==> config.mk <==
export PLATFORM = sky130hd
export DESIGN_NAME = vcom_bridge_flow_detect
export DESIGN_NICKNAME = d
export VERILOG_FILES = /design/src/rtl/vcom_pkg.sv /design/src/rtl/stream_if.sv /design/src/rtl/byte_fifo.sv /design/src/rtl/serial_receiver.sv /design/src/rtl/vcom_bridge_flow_detect.sv
export SDC_FILE = /design/constraint.sdc
export NUM_CORES = 1
export LEC_CHECK = 0
export BUFFER_PORTS_ARGS = -buffer_cell sky130_fd_sc_hd__buf_4
export CAP_MARGIN = 30
export CORE_ASPECT_RATIO = 1.1
export CORE_UTILIZATION = 50
export CTS_CLUSTER_DIAMETER = 60
export CTS_CLUSTER_SIZE = 30
export DETAILED_ROUTE_END_ITERATION = 8
export GPL_ROUTABILITY_DRIVEN = 0
export HOLD_SLACK_MARGIN = 0.06
export PLACE_DENSITY_LB_ADDON = 0.15
export SYNTH_ARGS = -nofsm -noshare
export SYNTH_HDL_FRONTEND = slang
export SYNTH_SLANG_ARGS = --single-unit
==> constraint.sdc <==
create_clock -name CORE_CLK_I -period 31.6 [get_ports CORE_CLK_I]
set_input_delay 9.48 -clock CORE_CLK_I [delete_from_list [all_inputs] [get_ports CORE_CLK_I]]
set_output_delay 9.48 -clock CORE_CLK_I [all_outputs]
set_load 0.01 [all_outputs]
==> src/rtl/vcom_pkg.sv <==
// shared constants, types and helpers of the serial bridge
// assumes one 200 MHz core clock, no software registers
package vcom_pkg;

    ////////////////////////////////////////////////////////////////////////
    // clock and serial timing
    localparam int          CLK_HZ         = 200_000_000;
    localparam int          MAX_BAUD       = 1_000_000;
    localparam int          DIV_W          = 16;
    localparam logic [15:0] MIN_BIT_CYCLES =
        16'((CLK_HZ + MAX_BAUD - 1) / MAX_BAUD);
    localparam int          DATA_W         = 8;
    localparam logic [3:0]  STOP_BIT_IDX   = 4'h9;
    localparam int          FIFO_DEPTH     = 32;

    ////////////////////////////////////////////////////////////////////////
    // status led blink half period
    localparam int BLINK_MS     = 250;
    localparam int BLINK_CYCLES = CLK_HZ / 1000 * BLINK_MS;

    ////////////////////////////////////////////////////////////////////////
    // pin levels and reset values
    localparam logic LINE_IDLE      = 1'b1;
    localparam logic START_LEVEL    = 1'b0;
    localparam logic CTS_ASSERTED   = 1'b0;
    localparam logic CTS_DEASSERTED = 1'b1;
    localparam logic RESET_ACTIVE   = 1'b0;
    localparam logic LED_RESET      = 1'b0;

    ////////////////////////////////////////////////////////////////////////
    // flow control detection states
    typedef enum logic [1:0]
    {
        FC_IDLE,
        FC_DETECT,
        FC_ON,
        FC_OFF
    } flow_state_type;

    // bit period in cycles, never faster than the top baud rate
    function automatic logic [15:0] bit_cycles(input logic [15:0] div);
        return (div < MIN_BIT_CYCLES) ? MIN_BIT_CYCLES : div;
    endfunction

endpackage

==> src/rtl/stream_if.sv <==
// valid/ready byte stream inside the bridge
// assumes both ends sit on the same clock
`timescale 1ns/100ps
interface stream_if #(parameter int W = 8);
    logic [W-1:0] data;
    logic         valid;
    logic         ready;

    modport src
    (
        output data,
        output valid,
        input  ready
    );

    modport snk
    (
        input  data,
        input  valid,
        output ready
    );
endinterface

==> src/rtl/byte_fifo.sv <==
// first-in first-out buffer with a registered output stage
// assumes DEPTH is a power of two; holds DEPTH words plus one
`timescale 1ns/100ps
module byte_fifo
#(
    parameter int WIDTH = 8,
    parameter int DEPTH = 32
)
(
    // clock and reset
    input wire logic clk_i,
    input wire logic rst_i,
    // streams
    stream_if.snk    in_s,
    stream_if.src    out_s
);
    localparam int AW = $clog2(DEPTH);

    typedef struct packed
    {
        logic [DEPTH-1:0][WIDTH-1:0] mem;
        logic [AW-1:0]               wr_ptr;
        logic [AW-1:0]               rd_ptr;
        logic [AW:0]                 count;
        logic [WIDTH-1:0]            out_data;
        logic                        out_valid;
        logic                        in_ready;
    } fifo_state_type;

    fifo_state_type s_reg;
    fifo_state_type s_next;

    ////////////////////////////////////////////////////////////////////////
    always_comb
    begin
        logic push;
        logic pop;
        logic load;
        s_next = s_reg;
        push   = in_s.valid && s_reg.in_ready;
        pop    = s_reg.out_valid && out_s.ready;
        load   = (!s_reg.out_valid || pop) && (s_reg.count != '0);
        if (pop)
            s_next.out_valid = 1'b0;
        if (load)
        begin
            s_next.out_data  = s_reg.mem[s_reg.rd_ptr];
            s_next.out_valid = 1'b1;
            s_next.rd_ptr    = s_reg.rd_ptr + 1'b1;
        end
        if (push)
        begin
            s_next.mem[s_reg.wr_ptr] = in_s.data;
            s_next.wr_ptr            = s_reg.wr_ptr + 1'b1;
        end
        unique case ({push, load})
            2'b10:   s_next.count = s_reg.count + 1'b1;
            2'b01:   s_next.count = s_reg.count - 1'b1;
            default: s_next.count = s_reg.count;
        endcase
        // ready drops once every slot is taken
        s_next.in_ready = s_next.count < (AW+1)'(DEPTH);
    end

    always_ff @(posedge clk_i or posedge rst_i)
    begin
        if (rst_i)
        begin
            s_reg          <= '0;
            s_reg.in_ready <= 1'b1;
        end
        else
            s_reg <= s_next;
    end

    assign in_s.ready  = s_reg.in_ready;
    assign out_s.data  = s_reg.out_data;
    assign out_s.valid = s_reg.out_valid;
endmodule

==> src/rtl/serial_receiver.sv <==
// asynchronous serial receiver, 8 data bits, no parity, one stop bit
// assumes the line input is already synchronous to the clock
`timescale 1ns/100ps
module serial_receiver
(
    // clock and reset
    input  wire logic        clk_i,
    input  wire logic        rst_i,
    // control
    input  wire logic        enable_i,
    input  wire logic [15:0] bit_cycles_i,
    // line
    input  wire logic        rxd_i,
    // received data
    output logic             start_o,
    output logic [7:0]       data_o,
    output logic             valid_o
);
    typedef struct packed
    {
        logic        busy;
        logic [15:0] tick;
        logic [3:0]  bit_idx;
        logic [7:0]  shift;
        logic [7:0]  data;
        logic        valid;
        logic        start;
    } rx_state_type;

    rx_state_type s_reg;
    rx_state_type s_next;

    ////////////////////////////////////////////////////////////////////////
    always_comb
    begin
        logic [15:0] period;
        period       = vcom_pkg::bit_cycles(bit_cycles_i);
        s_next       = s_reg;
        s_next.valid = 1'b0;
        s_next.start = 1'b0;
        if (!enable_i)
            s_next.busy = 1'b0;
        else if (!s_reg.busy)
        begin
            if (rxd_i == vcom_pkg::START_LEVEL)
            begin
                // first sample lands mid start bit
                s_next.busy    = 1'b1;
                s_next.start   = 1'b1;
                s_next.tick    = period >> 1;
                s_next.bit_idx = '0;
            end
        end
        else if (s_reg.tick != '0)
            s_next.tick = s_reg.tick - 1'b1;
        else
        begin
            s_next.tick    = period - 1'b1;
            s_next.bit_idx = s_reg.bit_idx + 1'b1;
            if (s_reg.bit_idx == '0)
            begin
                if (rxd_i != vcom_pkg::START_LEVEL)
                    s_next.busy = 1'b0;
            end
            else if (s_reg.bit_idx == vcom_pkg::STOP_BIT_IDX)
            begin
                s_next.busy = 1'b0;
                if (rxd_i == vcom_pkg::LINE_IDLE)
                begin
                    s_next.data  = s_reg.shift;
                    s_next.valid = 1'b1;
                end
            end
            else
                s_next.shift = {rxd_i, s_reg.shift[7:1]};
        end
    end

    always_ff @(posedge clk_i or posedge rst_i)
    begin
        if (rst_i)
            s_reg <= '0;
        else
            s_reg <= s_next;
    end

    assign start_o = s_reg.start;
    assign data_o  = s_reg.data;
    assign valid_o = s_reg.valid;
endmodule

==> src/rtl/vcom_bridge_flow_detect.sv <==
// serial bridge between a host terminal and a target uart, with automatic
// hardware flow control detection, target reset, bootloader entry and the
// drag-and-drop drive setting
// assumes all inputs are synchronous to CORE_CLK_I; the setting store
// outside keeps NV_DRIVE_EN_O across power cycles and returns it on
// NV_DRIVE_EN_I; RST_I is the power-on reset
`timescale 1ns/100ps

// Operation
// button press resets the target; target must enable its pin reset.
// button held at power-up enters bootloader mode, status led blinks.
// baud rate configurable up to 1 Mbps; 921600 need not work.
// lines cross over: target rts to cts, txd to rxd, both ways.
// serial pins toward target stay high impedance until a terminal opens.
// host asserts dtr before the bridge configures its serial pins.
// every dtr assertion restarts flow control detection.
// during detection drive target cts; sample target rts on first data.
// target rts high means no flow control; rts and cts released.
// detected flow control keeps target cts driven until reset or dtr.
// target reuses rts and cts as io only without flow control.
// alternate interface firmware gives no hardware flow control.
// hex image written to the drive is programmed into the target.
// drive enable or disable commands apply after next power cycle.
// target reset held for the whole press, released on button release.
module vcom_bridge_flow_detect
#(
    parameter int BLINK_CYCLES = vcom_pkg::BLINK_CYCLES
)
(
    // clock and reset
    input  wire logic        CORE_CLK_I,
    input  wire logic        RST_I,
    // host terminal side
    input  wire logic        HOST_DTR_I,
    input  wire logic [15:0] BAUD_DIV_I,
    input  wire logic        ALT_FIRMWARE_I,
    input  wire logic [7:0]  HOST_TX_DATA_I,
    input  wire logic        HOST_TX_VALID_I,
    output logic             HOST_TX_READY_O,
    output logic [7:0]       HOST_RX_DATA_O,
    output logic             HOST_RX_VALID_O,
    input  wire logic        HOST_RX_READY_I,
    // target uart pins
    input  wire logic        TGT_TXD_I,
    input  wire logic        TGT_RTS_I,
    output logic             TGT_RXD_O,
    output logic             TGT_RXD_OE_O,
    output logic             TGT_CTS_O,
    output logic             TGT_CTS_OE_O,
    // button, target reset and status led
    input  wire logic        BOOT_RESET_BUTTON_N_I,
    output logic             TGT_RESET_N_O,
    output logic             TGT_RESET_N_OE_O,
    output logic             BOOTLOADER_O,
    output logic             BRIDGE_STATUS_LED_O,
    // drag-and-drop drive
    input  wire logic        NV_DRIVE_EN_I,
    input  wire logic        DRIVE_ENABLE_CMD_I,
    input  wire logic        DRIVE_DISABLE_CMD_I,
    input  wire logic        IMAGE_DONE_I,
    output logic             NV_DRIVE_EN_O,
    output logic             DRAG_DROP_DRIVE_EN_O,
    output logic             PROG_START_O
);
    typedef struct packed
    {
        vcom_pkg::flow_state_type fc_state;
        logic                     dtr_d;
        logic                     tx_busy;
        logic [9:0]               tx_shift;
        logic [3:0]               tx_bit_idx;
        logic [15:0]              tx_tick;
        logic                     txd;
        logic                     txd_oe;
        logic                     cts;
        logic                     cts_oe;
        logic [7:0]               rx_hold;
        logic                     rx_hold_valid;
        logic                     rst_oe;
        logic                     por_done;
        logic                     boot_mode;
        logic [31:0]              blink_cnt;
        logic                     led;
        logic                     drive_en;
        logic                     drive_pending;
        logic                     prog_start;
    } bridge_state_type;

    bridge_state_type s_reg;
    bridge_state_type s_next;

    stream_if #(.W(vcom_pkg::DATA_W)) host_tx_s ();
    stream_if #(.W(vcom_pkg::DATA_W)) fifo_out_s ();

    logic       opened;
    logic       tx_pop;
    logic       rx_start;
    logic [7:0] rx_data;
    logic       rx_valid;

    ////////////////////////////////////////////////////////////////////////
    // host to target buffer
    assign host_tx_s.data  = HOST_TX_DATA_I;
    assign host_tx_s.valid = HOST_TX_VALID_I;
    assign fifo_out_s.ready = tx_pop;

    byte_fifo
    #(
        .WIDTH (vcom_pkg::DATA_W),
        .DEPTH (vcom_pkg::FIFO_DEPTH)
    )
    tx_fifo
    (
        .clk_i (CORE_CLK_I),
        .rst_i (RST_I),
        .in_s  (host_tx_s),
        .out_s (fifo_out_s)
    );

    ////////////////////////////////////////////////////////////////////////
    // target to host receiver
    serial_receiver rx_core
    (
        .clk_i        (CORE_CLK_I),
        .rst_i        (RST_I),
        .enable_i     (opened),
        .bit_cycles_i (BAUD_DIV_I),
        .rxd_i        (TGT_TXD_I),
        .start_o      (rx_start),
        .data_o       (rx_data),
        .valid_o      (rx_valid)
    );

    ////////////////////////////////////////////////////////////////////////
    // terminal open and transmit start
    assign opened = HOST_DTR_I && s_reg.por_done && !s_reg.boot_mode;

    // with flow control on, target rts gates each new byte
    always_comb
    begin
        tx_pop = 1'b0;
        if (opened && fifo_out_s.valid && !s_reg.tx_busy)
        begin
            unique case (s_reg.fc_state)
                vcom_pkg::FC_DETECT: tx_pop = 1'b1;
                vcom_pkg::FC_OFF:    tx_pop = 1'b1;
                vcom_pkg::FC_ON:     tx_pop = TGT_RTS_I == 1'b0;
                vcom_pkg::FC_IDLE:   tx_pop = 1'b0;
            endcase
        end
    end

    ////////////////////////////////////////////////////////////////////////
    // next state
    always_comb
    begin
        logic [15:0] period;
        logic        first_data;
        period            = vcom_pkg::bit_cycles(BAUD_DIV_I);
        first_data        = tx_pop || rx_start;
        s_next            = s_reg;
        s_next.dtr_d      = HOST_DTR_I;
        s_next.prog_start = 1'b0;

        // power-up capture of button and stored drive setting
        if (!s_reg.por_done)
        begin
            s_next.por_done      = 1'b1;
            s_next.boot_mode     = !BOOT_RESET_BUTTON_N_I;
            s_next.drive_en      = NV_DRIVE_EN_I;
            s_next.drive_pending = NV_DRIVE_EN_I;
        end

        // flow control detection
        unique case (s_reg.fc_state)
            vcom_pkg::FC_IDLE,
            vcom_pkg::FC_ON,
            vcom_pkg::FC_OFF:
            begin
                if (opened && !s_reg.dtr_d)
                    s_next.fc_state = ALT_FIRMWARE_I ? vcom_pkg::FC_OFF
                                                     : vcom_pkg::FC_DETECT;
                else if (!opened && s_reg.fc_state == vcom_pkg::FC_OFF)
                    s_next.fc_state = vcom_pkg::FC_IDLE;
            end
            vcom_pkg::FC_DETECT:
            begin
                if (!opened)
                    s_next.fc_state = vcom_pkg::FC_IDLE;
                else if (first_data)
                    s_next.fc_state = TGT_RTS_I ? vcom_pkg::FC_OFF
                                                : vcom_pkg::FC_ON;
            end
        endcase

        // target cts drive
        unique case (s_next.fc_state)
            vcom_pkg::FC_DETECT:
            begin
                s_next.cts_oe = 1'b1;
                s_next.cts    = vcom_pkg::CTS_ASSERTED;
            end
            vcom_pkg::FC_ON:
            begin
                // kept driven even after the terminal closes
                s_next.cts_oe = 1'b1;
                s_next.cts    = s_reg.rx_hold_valid ? vcom_pkg::CTS_DEASSERTED
                                                    : vcom_pkg::CTS_ASSERTED;
            end
            default:
            begin
                s_next.cts_oe = 1'b0;
                s_next.cts    = vcom_pkg::CTS_DEASSERTED;
            end
        endcase

        // transmitter toward the target
        s_next.txd_oe = opened;
        if (!opened)
        begin
            s_next.tx_busy = 1'b0;
            s_next.txd     = vcom_pkg::LINE_IDLE;
        end
        else if (tx_pop)
        begin
            s_next.tx_busy    = 1'b1;
            s_next.tx_shift   = {vcom_pkg::LINE_IDLE, fifo_out_s.data,
                                 vcom_pkg::START_LEVEL};
            s_next.tx_bit_idx = '0;
            s_next.tx_tick    = period - 1'b1;
            s_next.txd        = vcom_pkg::START_LEVEL;
        end
        else if (s_reg.tx_busy)
        begin
            if (s_reg.tx_tick != '0)
                s_next.tx_tick = s_reg.tx_tick - 1'b1;
            else if (s_reg.tx_bit_idx == vcom_pkg::STOP_BIT_IDX)
                s_next.tx_busy = 1'b0;
            else
            begin
                s_next.tx_tick    = period - 1'b1;
                s_next.tx_bit_idx = s_reg.tx_bit_idx + 1'b1;
                s_next.tx_shift   = {vcom_pkg::LINE_IDLE,
                                     s_reg.tx_shift[9:1]};
                s_next.txd        = s_reg.tx_shift[1];
            end
        end

        // received bytes toward the host
        if (s_reg.rx_hold_valid && HOST_RX_READY_I)
            s_next.rx_hold_valid = 1'b0;
        if (rx_valid && (!s_reg.rx_hold_valid || HOST_RX_READY_I))
        begin
            s_next.rx_hold       = rx_data;
            s_next.rx_hold_valid = 1'b1;
        end
        if (!opened)
            s_next.rx_hold_valid = 1'b0;

        // target reset follows the button for the whole press, except in bootloader mode
        s_next.rst_oe = s_reg.por_done && !s_reg.boot_mode
                        && !BOOT_RESET_BUTTON_N_I;

        // status led blinks in bootloader mode
        if (s_reg.boot_mode)
        begin
            if (s_reg.blink_cnt >= 32'(BLINK_CYCLES - 1))
            begin
                s_next.blink_cnt = '0;
                s_next.led       = !s_reg.led;
            end
            else
                s_next.blink_cnt = s_reg.blink_cnt + 1'b1;
        end
        else
            s_next.led = s_reg.por_done;

        // drive setting applies after the next power cycle
        if (s_reg.por_done)
        begin
            if (DRIVE_ENABLE_CMD_I)
                s_next.drive_pending = 1'b1;
            else if (DRIVE_DISABLE_CMD_I)
                s_next.drive_pending = 1'b0;
        end

        // a finished image starts target programming, except in bootloader mode
        s_next.prog_start = IMAGE_DONE_I && s_reg.drive_en
                            && !s_reg.boot_mode;
    end

    ////////////////////////////////////////////////////////////////////////
    // state register
    always_ff @(posedge CORE_CLK_I or posedge RST_I)
    begin
        if (RST_I)
        begin
            s_reg          <= '0;
            s_reg.fc_state <= vcom_pkg::FC_IDLE;
            s_reg.txd      <= vcom_pkg::LINE_IDLE;
            s_reg.cts      <= vcom_pkg::CTS_DEASSERTED;
            s_reg.led      <= vcom_pkg::LED_RESET;
        end
        else
            s_reg <= s_next;
    end

    ////////////////////////////////////////////////////////////////////////
    // outputs
    assign HOST_TX_READY_O      = host_tx_s.ready;
    assign HOST_RX_DATA_O       = s_reg.rx_hold;
    assign HOST_RX_VALID_O      = s_reg.rx_hold_valid;
    assign TGT_RXD_O            = s_reg.txd;
    assign TGT_RXD_OE_O         = s_reg.txd_oe;
    assign TGT_CTS_O            = s_reg.cts;
    assign TGT_CTS_OE_O         = s_reg.cts_oe;
    assign TGT_RESET_N_O        = vcom_pkg::RESET_ACTIVE;
    assign TGT_RESET_N_OE_O     = s_reg.rst_oe;
    assign BOOTLOADER_O         = s_reg.boot_mode;
    assign BRIDGE_STATUS_LED_O  = s_reg.led;
    assign NV_DRIVE_EN_O        = s_reg.drive_pending;
    assign DRAG_DROP_DRIVE_EN_O = s_reg.drive_en;
    assign PROG_START_O         = s_reg.prog_start;
endmodule

==> out/qor.yml <==
status: "complete, no violations"
power.total_mw: 1.54
die_area_mm2: 0.0401
power_density_mw_per_mm2: 70.6
yosysMostFrequentCell: "dfrtp_1"
avgViaCountPerCell: 6.11
drv_cap: 0
via_count: 12800
yosys_warnings: 0
grt-ovfl-total: 0
synth_cell_types: 80
cts_hold_buf: 0
drt.antenna.violating_nets: 0
grt_use_total_pct: 23.3
yosysTopAreaCell: "dfrtp_1"
cts_resized: 0
cts_setup_buffers: 0
post-dp-hpwl_um: 29000
drt_first_pass_iters: 5
htree_levels: 2
core_region_area_mm2: 0.0384
rsz0062_at_grt: "no"
worstSetupStartpoint: "BAUD_DIV_I[15]"
drive_gt1_share_pct: 32.1
slew_headroom_pct: 35.3
rows: 75
final_cell_area_mm2: 0.0218
fmax_ghz: 0.0785
largest_reg_flops: 272
irDropWorstVdd_v: 0.0000566
cts_tree: "yes"
synth_area_leaders: "dfrtp_1, mux2_2, mux4_2"
finalNetCount: 1636
place_area_mm2: 0.0205
final_hold_viol_count: 0
synth_common_cells: "dfrtp_1, mux2_2, nand2_1"
synth_edf_count: 0
p_switching_uw: 472
wl_per_cell_um: 21.1
min_from: "s_reg[10]"
drt_drc_violations_left: 0
synth_top_area_share_pct: 51.4
io_pins: 58
syn_area_mm2: 0.0196
pre_cts_slack_ps: 17910
p_sw_share_pct: 30.7
p_leak_nw: 10.0
ctsRootBufferMaster: "clkbuf_16"
fin_tns_setup_ps: 0
comb_power_share_pct: 23.0
setup_viol: 0
die_width_um: 191
worst_slack_ps: 18870
crit_path_end_kind: "flop"
clk-insertion-delay-late_ps: 560
critPathLaunchType: "input port"
slew_viol_final: 0
syn_to_final_growth_pct: 10.8
async_flop_share_pct: 100
path_clk_slew_ps: 70
worstPathMaxFanout: 11
power_frac_clock_pct: 30.6
fin_worst_hold_slack_ps: 472
ys_seq_elements: 406
yosysSeqAreaShare_pct: 51.8
period_share_pct: 40.3
hp-class: "flop to flop"
syn_inst: 1565
cts_buffers: 34
fp.dieH_um: 210
p_seq_share_pct: 46.4
drt_iter0_markers: 849
clock_sinks: 406
grt_pass1_wl_um: 72800
grt_max_degree: 97
fin_skew_ps: 25.8
portBuffers: 56
required_ps: 32020
p_int_mw: 1.06
grt_pass1_vias: 12900
diodes: 0
regToRegStartpoint: "BOOTLOADER_O"
syn_avg_cell_area_um2: 12.5
routed_wl_um: 44400
syn_nets: 1624
arrival_ps: 13160
fin_crit_ps: 12730
start_util_pct: 51.2
synthFlopType: "dfrtp_1"
grt_antenna_before_repair: 1
criticalPathCategory: "input port to flop"
worstMarginPinSlew_ps: 967
clockBufferDepth: 3
placed cells by master, fill, tap and decap left out, types with 9 or more instances in the layout:
cell	n
nand3_1	35
nand2_1	103
xor2_1	12
o21ai_1	16
clkbuf_16	37
nor2_1	64
mux4_2	64
mux2_2	285
or3_1	9
xnor2_1	17
a21oi_1	38
o21ai_0	60
and3_1	18
ha_1	21
dfrtp_1	401
nor3b_1	9
nor3_1	25
o22ai_1	33
inv_1	33
nand3b_1	11
nor4_1	20
nand4_1	15
or4_1	9
o31ai_1	20
buf_4	68
nor2b_1	14
power by group through the flow:
stage,sequential [mW],clock [mW],combinational [mW]
floorplan,0.675,0,0.300
CTS,0.712,0.483,0.356
finish,0.713,0.470,0.354
detailed placement,0.722,0,0.355
global placement,0.717,0,0.346
global route,0.730,0.502,0.385
kinds of logic (layout without fill, tap and decap cells):
| group | count (synthesis) | after routing | share of synthesized area, % |
|---|---|---|---|
| compound gates | 240 | 240 | 8.00 |
| other cells | 2 | 2 | 0.0382 |
| xor+xnor | 29 | 29 | 1.29 |
| buf+inv | 133 | 170 | 2.81 |
| flops | 406 | 406 | 51.8 |
| fa+ha+maj | 22 | 22 | 1.44 |
| mux | 363 | 363 | 24.6 |
| simple gates | 370 | 370 | 10.1 |
path summary, 6_finish.rpt:
kind,to,slack (ps),cells past startpoint
max,rx_core.s_reg[36],18870,12
min,s_reg[10],470,1
max reg2reg,tx_fifo.in_s.ready,26820,14
min reg2reg,s_reg[10],470,1
max in group asynchronous,tx_fifo.s_reg[17],20810,6
min in group asynchronous,rx_core.s_reg[26],9050,2
metrics by stage:
step | util [%] | instances
floorplan | - | 1565
global placement | 53.1 | 2036
detailed placement | 53.3 | 2039
CTS | 56.6 | 2100
global route | 56.7 | 2102
finish | 56.7 | 2102
layer usage:
layer	vias up	wire, um	global-route usage, %
li1	5849	-	-
met1	6618	19600	32.2
met2	311	21500	37.9
met3	69	2130	3.76
met4	2	1160	6.84
met5	-	12	0
cell type report:
class / instances / area (um2)
Clock buffer: 40 / 967
Clock inverter: 21 / 305
Fill cell: 3140 / 16600
Inverter: 36 / 143
Multi-Input combinational cell: 1026 / 8920
Sequential cell: 406 / 10200
Tap cell: 500 / 626
Timing Repair Buffer: 73 / 626
worst max-delay path, cell delays in order:
cell,delay (ps)
buf_4,120
nor4_1,400
clkbuf_2,240
nand3_1,340
nand2_1,270
ha_1,230
or4b_1,480
or4_1,520
nor4_1,270
mux2_2,410
a221oi_1,290
o21ai_1,100
Note: power is estimated with default switching activity, not from simulation.
